File: src/sspc_regs.svh
// sspc_regs.svh: register offsets, field positions, reset values and timing
// for the stop/standby power controller.
// assumes: included by bare name; 32-bit word-aligned registers on apb.
`ifndef SSPC_REGS_SVH
`define SSPC_REGS_SVH

// register byte offsets
`define SSPC_CTRL_OFS 12'h000
`define SSPC_STAT_OFS 12'h004
`define SSPC_CFG_OFS 12'h008
`define SSPC_KEY_OFS 12'h00c
`define SSPC_MODE_OFS 12'h010

// power control register fields
`define SSPC_CTRL_LPSEL 0
`define SSPC_CTRL_SBSEL 1
`define SSPC_CTRL_WCLR 2
`define SSPC_CTRL_SCLR 3

// power status register fields
`define SSPC_STAT_WAKE 0
`define SSPC_STAT_STBY 1
`define SSPC_STAT_EWUP 8

// clock and debug configuration register fields
`define SSPC_CFG_RTCON 0
`define SSPC_CFG_LFINT 1
`define SSPC_CFG_LFEXT 2
`define SSPC_CFG_RTCSRC 3
`define SSPC_CFG_HFEXT 5
`define SSPC_CFG_CFDON 6
`define SSPC_CFG_DBGSTOP 8
`define SSPC_CFG_DBGSTBY 9

// rtc clock source encodings
`define SSPC_RTCSRC_LF_EXT 2'h1
`define SSPC_RTCSRC_LF_INT 2'h2

// watchdog start key, arbitrary value
`define SSPC_WDOG_KEY 16'hcccc

// reset value of every register
`define SSPC_REG_RESET 32'h0000_0000

// timing
`define SSPC_CLK_PERIOD_NS 50
`define SSPC_REG_START_NS 2000
`define SSPC_WCLR_DELAY 2

`endif

File: src/sspc_pkg.sv
// sspc_pkg.sv: types shared by the stop/standby power controller.
// assumes: nothing beyond a systemverilog compiler.
package sspc_pkg;

    // power sequencing states
    typedef enum logic [2:0] {
        SSPC_RUN,
        SSPC_ENTRY,
        SSPC_STOP,
        SSPC_WAKE,
        SSPC_STANDBY,
        SSPC_RESTART
    } sspc_state_t;

    // register selected by an apb address
    typedef enum logic [2:0] {
        SSPC_SEL_NONE,
        SSPC_SEL_CTRL,
        SSPC_SEL_STAT,
        SSPC_SEL_CFG,
        SSPC_SEL_KEY,
        SSPC_SEL_MODE
    } sspc_sel_t;

endpackage : sspc_pkg

File: src/sspc_power_ctrl.sv
// sspc_power_ctrl.sv: stop/standby power controller with apb registers.
// assumes: one 20 MHz clock; pins and foreign-domain inputs arrive raw;
// core, flash and bus hold-offs are on the same clock.
//
// The APB interface to the registers and the register addresses were chosen for this implementation.
`timescale 1ns/1ps
`include "sspc_regs.svh"

module sspc_power_ctrl #(
    parameter int WAKE_PINS = 3,
    parameter int ADDR_W = 12
) (
    // clock, resets, enable
    input wire logic clock,
    input wire logic rst,
    input wire logic porRst,
    input wire logic clockEnable,
    // apb slave
    input wire logic psel,
    input wire logic penable,
    input wire logic pwrite,
    input wire logic [ADDR_W-1:0] paddr,
    input wire logic [31:0] pwdata,
    output logic [31:0] prdata,
    output logic pready,
    output logic pslverr,
    // core sleep signalling
    input wire logic sleepReq,
    input wire logic deepSleepSelect,
    // entry hold-offs
    input wire logic flashBusy,
    input wire logic apbBusy,
    // stop wake and kernel clocks
    input wire logic wakeEvent,
    input wire logic kernelClkReq,
    // raw pins and foreign-domain inputs
    input wire logic [WAKE_PINS-1:0] wakePin,
    input wire logic rtcAlarm,
    input wire logic resetPinN,
    input wire logic watchdogExpired,
    input wire logic regulatorReady,
    // straps and pad configuration
    input wire logic watchdogHwStart,
    input wire logic tamperActive,
    // power and clock controls
    output logic coreClkOn,
    output logic hfClocksOn,
    output logic regulatorOn,
    output logic regulatorLowPower,
    output logic sysClkExternal,
    output logic clockFailDetectOn,
    // pads and debug
    output logic ioHold,
    output logic padHighZ,
    output logic [WAKE_PINS-1:0] wakePinInput,
    output logic tamperPadKeep,
    output logic debugAlive,
    // always-on domain
    output logic rtcClockOn,
    output logic internalLfOscOn,
    output logic externalLfOscOn,
    output logic [1:0] rtcClockSourceSel,
    output logic watchdogRunning,
    output logic systemResetReq
);

    // elaboration checks
    if (WAKE_PINS < 1 || WAKE_PINS > 8) begin : gBadPins
        $error("WAKE_PINS must be 1 to 8");
    end
    if (ADDR_W < 5) begin : gBadAddr
        $error("ADDR_W must be at least 5");
    end

    // synchroniser lane indices
    localparam int SW = WAKE_PINS + 4;
    localparam int IDX_RTC = WAKE_PINS;
    localparam int IDX_RSTP = WAKE_PINS + 1;
    localparam int IDX_WDOG = WAKE_PINS + 2;
    localparam int IDX_RRDY = WAKE_PINS + 3;

    // regulator startup delay in cycles, rounded up
    localparam int REG_CYC_RAW =
        (`SSPC_REG_START_NS + `SSPC_CLK_PERIOD_NS - 1) / `SSPC_CLK_PERIOD_NS;
    localparam int REG_CYC = (REG_CYC_RAW < 1) ? 1 : REG_CYC_RAW;
    localparam int CW = $clog2(REG_CYC + 1);
    localparam int CD = `SSPC_WCLR_DELAY;

    // whole state of the block
    typedef struct packed {
        sspc_pkg::sspc_state_t state;
        logic tgtStandby;
        logic lpUsed;
        logic lpSel;
        logic sbSel;
        logic [CD-1:0] wclrPipe;
        logic wakeFlag;
        logic standbyFlag;
        logic [WAKE_PINS-1:0] ewup;
        logic rtc_clock_enable;
        logic lfIntOn;
        logic lfExtOn;
        logic [1:0] rtc_clock_source_sel;
        logic hfExt;
        logic cfdOn;
        logic dbgStop;
        logic dbgStby;
        logic wdogRun;
        logic [CW-1:0] waitCnt;
        logic [SW-1:0] sync1;
        logic [SW-1:0] sync2;
        logic [SW-1:0] sync3;
        logic [SW-1:0] filt;
        logic pready;
        logic pslverr;
        logic [31:0] prdata;
        logic coreClk;
        logic hfOn;
        logic regOn;
        logic regLp;
        logic ioHold;
        logic padHiZ;
        logic tamperKeep;
        logic dbgAlive;
        logic resetReq;
    } sspc_q_t;

    sspc_q_t q;
    sspc_q_t n;

    // address decode, shared by read and write paths
    function automatic sspc_pkg::sspc_sel_t decodeAddr(
        input logic [ADDR_W-1:0] a
    );
        sspc_pkg::sspc_sel_t s;
        s = sspc_pkg::SSPC_SEL_NONE;
        if (a == ADDR_W'(`SSPC_CTRL_OFS)) begin
            s = sspc_pkg::SSPC_SEL_CTRL;
        end else if (a == ADDR_W'(`SSPC_STAT_OFS)) begin
            s = sspc_pkg::SSPC_SEL_STAT;
        end else if (a == ADDR_W'(`SSPC_CFG_OFS)) begin
            s = sspc_pkg::SSPC_SEL_CFG;
        end else if (a == ADDR_W'(`SSPC_KEY_OFS)) begin
            s = sspc_pkg::SSPC_SEL_KEY;
        end else if (a == ADDR_W'(`SSPC_MODE_OFS)) begin
            s = sspc_pkg::SSPC_SEL_MODE;
        end
        return s;
    endfunction : decodeAddr

    // next-state logic for the whole block
    always_comb begin
        logic [SW-1:0] rawIn;
        logic [SW-1:0] newFilt;
        logic [SW-1:0] rise;
        logic pinWake;
        logic standbyWake;
        logic wrEn;
        logic [31:0] rd;
        sspc_pkg::sspc_sel_t sel;
        rawIn = {regulatorReady, watchdogExpired, resetPinN, rtcAlarm, wakePin};
        newFilt = q.filt;
        rise = '0;
        pinWake = 1'b0;
        standbyWake = 1'b0;
        wrEn = 1'b0;
        rd = `SSPC_REG_RESET;
        sel = decodeAddr(paddr);
        n = q;

        // three-stage pin synchronisers, accepted when stages 2 and 3 agree
        n.sync1 = rawIn;
        n.sync2 = q.sync1;
        n.sync3 = q.sync2;
        for (int i = 0; i < SW; i++) begin
            if (q.sync2[i] == q.sync3[i]) begin
                newFilt[i] = q.sync3[i];
            end
        end
        n.filt = newFilt;
        rise = newFilt & ~q.filt;

        // enabled wake pin rising edge; a pin already high when enabled is not caught
        pinWake = |(newFilt[WAKE_PINS-1:0] & q.ewup & ~(q.filt[WAKE_PINS-1:0] & q.ewup));

        // apb read mux
        case (sel)
            sspc_pkg::SSPC_SEL_CTRL: begin
                rd[`SSPC_CTRL_LPSEL] = q.lpSel;
                rd[`SSPC_CTRL_SBSEL] = q.sbSel; // clear bits read zero
            end
            sspc_pkg::SSPC_SEL_STAT: begin
                rd[`SSPC_STAT_WAKE] = q.wakeFlag;
                rd[`SSPC_STAT_STBY] = q.standbyFlag;
                rd[`SSPC_STAT_EWUP +: WAKE_PINS] = q.ewup;
            end
            sspc_pkg::SSPC_SEL_CFG: begin
                rd[`SSPC_CFG_RTCON] = q.rtc_clock_enable;
                rd[`SSPC_CFG_LFINT] = q.lfIntOn;
                rd[`SSPC_CFG_LFEXT] = q.lfExtOn;
                rd[`SSPC_CFG_RTCSRC +: 2] = q.rtc_clock_source_sel;
                rd[`SSPC_CFG_HFEXT] = q.hfExt;
                rd[`SSPC_CFG_CFDON] = q.cfdOn;
                rd[`SSPC_CFG_DBGSTOP] = q.dbgStop;
                rd[`SSPC_CFG_DBGSTBY] = q.dbgStby;
            end
            sspc_pkg::SSPC_SEL_KEY: begin
                rd[0] = q.wdogRun;
            end
            sspc_pkg::SSPC_SEL_MODE: begin
                rd = 32'(q.state);
            end
            default: begin
                rd = `SSPC_REG_RESET;
            end
        endcase

        // apb handshake: one wait state, answer registered
        if (psel && penable && !q.pready) begin
            n.pready = 1'b1;
            n.prdata = pwrite ? `SSPC_REG_RESET : rd;
            n.pslverr = (sel == sspc_pkg::SSPC_SEL_NONE);
        end else begin
            n.pready = 1'b0;
            n.pslverr = 1'b0;
        end
        wrEn = psel && penable && q.pready && pwrite;

        // clear-wake request travels the delay line
        n.wclrPipe = {q.wclrPipe[CD-2:0], 1'b0};

        // register writes
        if (wrEn) begin
            case (sel)
                sspc_pkg::SSPC_SEL_CTRL: begin
                    n.lpSel = pwdata[`SSPC_CTRL_LPSEL];
                    n.sbSel = pwdata[`SSPC_CTRL_SBSEL];
                    n.wclrPipe[0] = pwdata[`SSPC_CTRL_WCLR];
                    if (pwdata[`SSPC_CTRL_SCLR]) begin
                        n.standbyFlag = 1'b0;
                    end
                end
                sspc_pkg::SSPC_SEL_STAT: begin
                    n.ewup = pwdata[`SSPC_STAT_EWUP +: WAKE_PINS];
                end
                sspc_pkg::SSPC_SEL_CFG: begin
                    n.rtc_clock_enable = pwdata[`SSPC_CFG_RTCON];
                    n.lfIntOn = pwdata[`SSPC_CFG_LFINT];
                    n.lfExtOn = pwdata[`SSPC_CFG_LFEXT];
                    n.rtc_clock_source_sel = pwdata[`SSPC_CFG_RTCSRC +: 2];
                    n.hfExt = pwdata[`SSPC_CFG_HFEXT];
                    n.cfdOn = pwdata[`SSPC_CFG_CFDON];
                    n.dbgStop = pwdata[`SSPC_CFG_DBGSTOP];
                    n.dbgStby = pwdata[`SSPC_CFG_DBGSTBY];
                end
                sspc_pkg::SSPC_SEL_KEY: begin
                    if (pwdata[15:0] == `SSPC_WDOG_KEY) begin
                        n.wdogRun = 1'b1;
                    end
                end
                default: begin
                    n.wdogRun = n.wdogRun;
                end
            endcase
        end

        // watchdog hardware option; nothing but reset stops it
        if (watchdogHwStart) begin
            n.wdogRun = 1'b1;
        end

        // wake flag: clear two cycles after the write, set wins
        if (q.wclrPipe[CD-1]) begin
            n.wakeFlag = 1'b0;
        end
        if (pinWake || rise[IDX_RTC]) begin
            n.wakeFlag = 1'b1;
        end

        // power sequencer
        standbyWake = pinWake || rise[IDX_RTC] || !newFilt[IDX_RSTP] || newFilt[IDX_WDOG];
        n.resetReq = 1'b0;
        case (q.state)
            sspc_pkg::SSPC_RUN: begin
                if (sleepReq && deepSleepSelect) begin
                    n.state = sspc_pkg::SSPC_ENTRY;
                    n.tgtStandby = q.sbSel;
                end
            end
            sspc_pkg::SSPC_ENTRY: begin
                if (!flashBusy && !apbBusy) begin
                    n.lpUsed = 1'b0;
                    if (q.tgtStandby) begin
                        n.state = sspc_pkg::SSPC_STANDBY;
                    end else begin
                        n.state = sspc_pkg::SSPC_STOP;
                    end
                end
            end
            sspc_pkg::SSPC_STOP: begin
                if (q.regLp) begin
                    n.lpUsed = 1'b1;
                end
                if (wakeEvent) begin
                    n.hfExt = 1'b0;
                    n.waitCnt = '0;
                    if (q.lpUsed || q.regLp) begin
                        n.state = sspc_pkg::SSPC_WAKE;
                    end else begin
                        n.state = sspc_pkg::SSPC_RUN;
                    end
                end
            end
            sspc_pkg::SSPC_WAKE: begin
                if (q.waitCnt != CW'(REG_CYC)) begin
                    n.waitCnt = q.waitCnt + CW'(1);
                end else if (newFilt[IDX_RRDY]) begin
                    n.state = sspc_pkg::SSPC_RUN;
                end
            end
            sspc_pkg::SSPC_STANDBY: begin
                if (standbyWake) begin
                    n.state = sspc_pkg::SSPC_RESTART;
                    n.resetReq = 1'b1;
                    n.standbyFlag = 1'b1;
                end
            end
            sspc_pkg::SSPC_RESTART: begin
                // core-domain registers lose state; status survives
                n.state = sspc_pkg::SSPC_RUN;
                n.lpSel = 1'b0;
                n.sbSel = 1'b0;
                n.lfIntOn = 1'b0;
                n.hfExt = 1'b0;
                n.cfdOn = 1'b0;
                n.dbgStop = 1'b0;
                n.dbgStby = 1'b0;
                n.wclrPipe = '0;
            end
            default: begin
                n.state = sspc_pkg::SSPC_RUN;
            end
        endcase

        // power, clock and pad controls from the coming state
        n.coreClk = 1'b0;
        n.hfOn = 1'b0;
        n.regOn = 1'b1;
        n.regLp = 1'b0;
        n.ioHold = 1'b0;
        n.padHiZ = 1'b0;
        n.tamperKeep = 1'b0;
        n.dbgAlive = 1'b1;
        case (n.state)
            sspc_pkg::SSPC_STOP: begin
                n.regLp = n.lpSel && !kernelClkReq;
                n.ioHold = 1'b1;
                n.dbgAlive = n.dbgStop;
            end
            sspc_pkg::SSPC_WAKE: begin
                n.ioHold = 1'b1;
                n.dbgAlive = n.dbgStop;
            end
            sspc_pkg::SSPC_STANDBY: begin
                n.regOn = 1'b0;
                n.padHiZ = 1'b1;
                n.tamperKeep = tamperActive;
                n.dbgAlive = n.dbgStby;
            end
            sspc_pkg::SSPC_RESTART: begin
                n.regOn = 1'b1;
            end
            default: begin
                n.coreClk = 1'b1;
                n.hfOn = 1'b1;
            end
        endcase

        // resets: system reset keeps standby flag, por clears it
        if (rst || porRst) begin
            n = '0;
            n.state = sspc_pkg::SSPC_RUN;
            n.sync1[IDX_RSTP] = 1'b1;
            n.sync2[IDX_RSTP] = 1'b1;
            n.sync3[IDX_RSTP] = 1'b1;
            n.filt[IDX_RSTP] = 1'b1;
            n.coreClk = 1'b1;
            n.hfOn = 1'b1;
            n.regOn = 1'b1;
            n.dbgAlive = 1'b1;
            if (!porRst) begin
                n.standbyFlag = q.standbyFlag;
            end
        end
    end

    // single state register, frozen while the clock enable is low and no reset is asserted
    always_ff @(posedge clock) begin
        if (rst || porRst || clockEnable) begin
            q <= n;
        end
    end

    // outputs straight from flip-flops
    assign prdata = q.prdata;
    assign pready = q.pready;
    assign pslverr = q.pslverr;
    assign coreClkOn = q.coreClk;
    assign hfClocksOn = q.hfOn;
    assign regulatorOn = q.regOn;
    assign regulatorLowPower = q.regLp;
    assign sysClkExternal = q.hfExt;
    assign clockFailDetectOn = q.cfdOn;
    assign ioHold = q.ioHold;
    assign padHighZ = q.padHiZ;
    assign wakePinInput = q.ewup;
    assign tamperPadKeep = q.tamperKeep;
    assign debugAlive = q.dbgAlive;
    assign rtcClockOn = q.rtc_clock_enable;
    assign internalLfOscOn = q.lfIntOn;
    assign externalLfOscOn = q.lfExtOn;
    assign rtcClockSourceSel = q.rtc_clock_source_sel;
    assign watchdogRunning = q.wdogRun;
    assign systemResetReq = q.resetReq;

endmodule : sspc_power_ctrl

File: config.mk
export PLATFORM = sky130hd
export DESIGN_NAME = sspc_power_ctrl
export DESIGN_NICKNAME = d
export VERILOG_FILES = /design/src/sspc_pkg.sv /design/src/sspc_power_ctrl.sv
export VERILOG_INCLUDE_DIRS = /design/src
export SDC_FILE = /design/constraint.sdc
export NUM_CORES = 1
export LEC_CHECK = 0
export BUFFER_PORTS_ARGS = -buffer_cell sky130_fd_sc_hd__buf_4
export CAP_MARGIN = 20
export CORE_UTILIZATION = 35
export CTS_BUF_LIST = sky130_fd_sc_hd__clkbuf_4 sky130_fd_sc_hd__clkbuf_8 sky130_fd_sc_hd__clkbuf_16
export DETAILED_ROUTE_END_ITERATION = 12
export PLACE_DENSITY = 0.54
export SLEW_MARGIN = 20
export SYNTH_ARGS = -nofsm -noshare
export SYNTH_HDL_FRONTEND = slang
export SYNTH_SLANG_ARGS = --single-unit
export TNS_END_PERCENT = 10
File: constraint.sdc
create_clock -name clock -period 3.1 [get_ports clock]
set_clock_uncertainty 0.15 [all_clocks]
set_input_delay 0.62 -clock clock [delete_from_list [all_inputs] [get_ports clock]]
set_output_delay 0.62 -clock clock [all_outputs]
set_load 0.03 [all_outputs]
Word-level counts from Yosys, hierarchy flattened
Cells that the tools add are included.
Word-level totals
  register bits: 101
  latch bits: 0
  memory bits (writable): 0
  memory bits (read-only): 0
  input port bits: 66
  output and inout bits: 54
  word-level logic and storage cells: 204
  memories kept: 0
Operators by class
  $add $sub $neg: 1
  $mul: 0
  div/mod/pow operators: 0
  magnitude comparators: 0
  eq/ne operators: 32
  shift operators: 0
  muxes and demuxes: 67
  bitwise gates (word level): 12
  reduce and logical (&&, ||, !) cells: 56
Operator list (count)
  91-bit two-way mux: 1
  3-bit two-way mux: 13
  32-bit two-way mux: 1
  1-bit two-way mux: 30
  3-bit nonzero test: 9
  12-bit by 4-bit equality test with 1-bit output, second input constant: 2
  3-bit by 2-bit equality test with 1-bit output, second input constant: 6
  3-bit equality test, second input constant: 6
  16-bit equality test, second input constant: 1
  3-bit case mux with 5 select lines: 1
  3-bit AND reduction: 5
  14-bit two-way mux: 1
  12-bit by 3-bit equality test with 1-bit output, second input constant: 1
  12-bit by 5-bit equality test with 1-bit output, second input constant: 1
  12-bit zero test: 1
  2-bit two-way mux: 6
  6-bit two-way mux: 2
  3-bit != test, second input constant: 4
  6-bit case mux with 2 select lines: 1
  4-bit AND reduction: 3
  2-bit nonzero test: 6
  2-bit OR reduction: 6
  11-bit two-way mux: 1
  5-bit case mux with 2 select lines: 1
  other kinds (23): 59

Longest topological paths before layout
  depth in word-level cells: 14
  gate-level depth with buffers: 6
  mapped depth without buffers: 6

Worst setup path after synthesis
OpenSTA, ideal clock, no wires.
  path type: in2reg
  start: input porRst
  end: register q, in the netlist clockFailDetectOn (enable)
  setup time: 0.257 ns
  arrival: 2.224 ns
  required time: 2.693 ns
  slack: 0.469 ns
  cell stages on the path: 4
  buffers on the path: 1
  cell sequence: nor2_1 > clkbuf_1 > nand2_1 > o21a_1
Between the ends
  longest elaborated chain between the ends: 3
  elaborated cells on any way between the ends: 5
  classes of those cells: reduce/logical (5)
RTL lines
  start: declaration: line sspc_power_ctrl.sv:16  | input wire logic porRst,
  1-bit logical OR *: line sspc_power_ctrl.sv:380, sspc_power_ctrl.sv:399
  3-bit nonzero test (no source line) or 1-bit logical OR (tied branches)
  3-bit AND reduction (no source line) *
  end signal: assignment: line sspc_power_ctrl.sv:400  | q <= n;
  end: declaration: line sspc_power_ctrl.sv:128  | sspc_q_t q;
Every way passes the cells marked *; elsewhere a longest branch is shown, timed or not.
A chain may end at the register's enable or synchronous reset.

Final worst setup path
  start: register q[100] in the netlist's numbering
  end: register q, in the netlist debugAlive (data pin)
Between the ends
  longest elaborated chain between the ends: 6
  elaborated cells on any way between the ends: 19
  classes of those cells: eq/ne (8); mux (9); reduce/logical (2)
RTL lines
  3-bit two-way mux: line sspc_power_ctrl.sv:317  | end else if (newFilt[IDX_RRDY]) begin
  3-bit two-way mux: line sspc_power_ctrl.sv:315  | if (q.waitCnt != CW'(REG_CYC)) begin
  3-bit case mux with 5 select lines: line sspc_power_ctrl.sv:283  | case (q.state)
  3-bit by 2-bit equality test with 1-bit output: line sspc_power_ctrl.sv:354  | case (n.state)
  2-bit OR reduction (no source line)
  1-bit case mux with 2 select lines *: line sspc_power_ctrl.sv:354
Every way passes the cells marked *; elsewhere a longest branch is shown, timed or not. The select of a mux whose other input is x is not followed.

==> metrics.csv <==
stage,metric,value,unit
worst_setup_path,crit path capture type,register,
worst_setup_path,Setup crit start kind,register,
global_route,largest net degree at the start of global routing,44,
clocking,worst skew pair latency,0.33,ns
routing,drt drc,0,
floorplanning,cell row count,38,
worst_setup_path,crit path buf inv count,0,
worst_hold_path,hold path startpoint,q[68],
global_route,first-pass GRT wire length,13900,um
pwr,total power,2.77,mW
yosys,top cell type's share of synthesized area,58.3,%
floorplanning,Die Y,109,um
final_layout,Final nets,477,
yosys,synth top area cells,"edfxtp_1 (58%), buf_4 (7.1%), and2_1 (3.9%), nor2_1 (2.8%), and3_1 (2.3%)",
placed_design,placed cell areas,4620,sq um
floorplanning,Core Area,11000,sq um
global_route,vias in the first global route,2647,
yosys,Synth Cell Area,4020,sq um
clocking,CTS-repair resized insts,0,
routing,detailed-router iteration count before antenna repair,4,
yosys,post-synthesis cell type count,53,
routing,DR WL/cell,16.0,um
worst_setup_path,critical path's slowest cell,edfxtp_1,
placed_design,global placement routability congestion,0.832,
clocking,cts hold-fix bufs,0,
sta,# setup viols final,0,
outcome,status,finished clean,
yosys,Compound-Gate Fraction of Synth Area,7.25,%
clocking,clock tree buffer depth,2,
floorplanning,initial core utilization,36.4,%
sta,crit share post-route,70.8,%
sta,unrepaired setup endpoints after global routing,no,
final_layout,# fillers,1039,
worst_hold_path,Hold Path Depth,1,
yosys,Syn Area/Cell,11.9,sq um
worst_setup_path,FF-to-FF path depth,5,
clocking,CTS sink count,78,
worst_setup_path,Worst Setup Path Type,reg2reg,
worst_setup_path,CP startpoint,q[100],
final_layout,Ant. Diodes,0,
sta,max-slew violation count,0,
routing,Starting DRT DRC Count,98,
worst_setup_path,FF-to-FF Start,q[100],
yosys,"EDFF count, synth",78,
routing,via count,2750,
final_layout,cell area after layout,4970,sq um
yosys,register area share after synthesis,58.3,%
floorplanning,I/O pin count,120,
final_layout,share of layout cells above drive strength 1,28.4,%
routing,WL final,8810,um
yosys,adder-cell area share of the yosys netlist,1.12,%
sta,hold_ws,0.348,ns
yosys,Synth Area in Simple Gates,22.2,%
worst_hold_path,worst hold-check path type,reg2reg,
sta,Final Hold Fails,0,
global_route,GRT Total Usage,15.8,%
clocking,TritonCTS clock tree,yes,
clocking,"CTS clk-pin slew, worst paths",0.06,ns
worst_setup_path,reg-to-reg endpoint,debugAlive,
worst_setup_path,CP Max Fanout,13,
yosys,post-synth top area cell,edfxtp_1,
pwr,Peak VDD IR,0.000299,V
yosys,commonest register cell after synthesis,edfxtp_1,
worst_setup_path,max incr delay on CP,0.61,ns
routing,remaining antenna violation count after routing,0,
worst_setup_path,critical path required time,3.00,ns
global_route,GRT overflow,0,
pwr,Cell Pwr Density,558,nW/um^2
floorplanning,Die Wd,109,um
yosys,Syn Inst Count,337,
pwr,Pleak,1.98,nW
clocking,CTS Buf Count,9,
worst_setup_path,reg2reg setup slack,0.91,ns
worst_setup_path,"delay-heaviest family, CP",simple AND/OR/NAND/NOR gates,
clocking,setup bufs post-CTS,0,
final_layout,P&R area growth vs syn,23.7,%
floorplanning,die area,11900,sq um
final_layout,non-filler instance count after layout,552,
final_layout,most frequent cells in the layout,"buf_4 (86), edfxtp_1 (78), nor2_1 (29)",
clocking,H-tree levels,3,
sta,setup tns final,0,ns
sta,Worst Tran Pin Value,0.579,ns
placed_design,placed cell count,538,
worst_setup_path,crit-path cells,"and4bb_2, o21ai_0, nor4b_2, and3_1, o221ai_1",
sta,Slew HR,61.0,%
placed_design,PortBufs,81,
yosys,#FFs+latches synth,78,
yosys,multiplexer share of the synthesized area,1.59,%
routing,vias per std cell,4.98,
yosys,Post-Synth XOR/XNOR Area,0.872,%
clocking,CTS root buf,clkbuf_16,
final_layout,"most common cell after layout, fill and taps aside",buf_4,
flow_run,Max Cap Violations,0,
yosys,combinational family with the most area after synthesis,simple AND/OR/NAND/NOR gates,
final_layout,fin util,45.1,%
sta,fmax,456,MHz
yosys,Async SR Flop Fraction,0,%
sta,fin crit period,2.19,ns
sta,final setup margin,0.906,ns
worst_setup_path,CP arrival,2.10,ns
placed_design,hpwl dp,6380,um
placed_design,DP Worst Slack,0.589,ns
worst_hold_path,Hold EP,q[61],
yosys,Synth warnings,0,
global_route,antenna violations before repair,0,
[metal layers]
layer	track usage (%)	wire length (um)	up-vias
met5	0	0	-
met4	5.50	106	0
met3	2.15	535	10
met2	24.3	3880	106
met1	22.6	4300	1302
li1	-	-	1332
[layout make-up]
| type | count | area, sq um | share of cell area (%) |
|---|---|---|---|
| timing repair buffer | 87 | 666 | 13.4 |
| clock buffer | 9 | 225 | 4.53 |
| tap | 140 | 175 | 3.52 |
| inverter | 6 | 22.5 | 0.453 |
| clock inverter | 5 | 124 | 2.49 |
| sequential | 78 | 2340 | 47.1 |
| multi-input combinational | 227 | 1420 | 28.5 |
[registers in the layout (all words and copies together) (netlist names)]
register / count
clockFailDetectOn: 1
coreClkOn: 1
debugAlive: 1
externalLfOscOn: 1
internalLfOscOn: 1
ioHold: 1
padHighZ: 1
prdata: 10
pready: 1
pslverr: 1
q: 47
regulatorLowPower: 1
regulatorOn: 1
rtcClockOn: 1
rtcClockSourceSel: 2
sysClkExternal: 1
systemResetReq: 1
tamperPadKeep: 1
wakePinInput: 3
watchdogRunning: 1
[synth_stat cells, types with 6 or more instances]
master	n
buf_4	38
nor2b_1	6
and2_1	25
nand2_1	19
a21oi_1	12
nor3_1	9
nor2_1	30
nand3_1	9
o21ai_0	9
edfxtp_1	78
clkbuf_1	7
inv_1	6
and3_1	15
[worst reg2reg max path, cell delays in order (launching register included)]
cell and delay, ns:
edfxtp_1 0.61, and4bb_2 0.33, o21ai_0 0.07, nor4b_2 0.34
and3_1 0.30, o221ai_1 0.13
[worst max-delay path by stage]
stage / end / slack, ns / cells past startpoint
finish: debugAlive / 0.91 / 5
global route: debugAlive / 0.75 / 5
CTS: debugAlive / 0.92 / 5
detailed placement: regulatorLowPower / 0.59 / 6
global placement: debugAlive / 0.57 / 6
floorplan: clockFailDetectOn / 0.47 / 4
[cells by family (layout without fill, tap and decap cells)]
family / Yosys count / count (layout)
XOR/XNOR: 4 / 4
AO/OA/AOI/OAI: 44 / 44
adder cells (fa/ha/maj): 4 / 4
AND/OR/NAND/NOR: 147 / 147
flip-flops: 78 / 78
other: 1 / 22
buffers and inverters: 53 / 107
multiplexers: 6 / 6
[report_power, final]
group,switching (mW),internal [mW],leakage [nW]
registers,0.0345,1.21,0.865
logic,0.174,0.104,0.943
clock network,0.392,0.856,0.169
total,0.601,2.17,1.98
No activity file was read; power rests on OpenSTA's default activity.
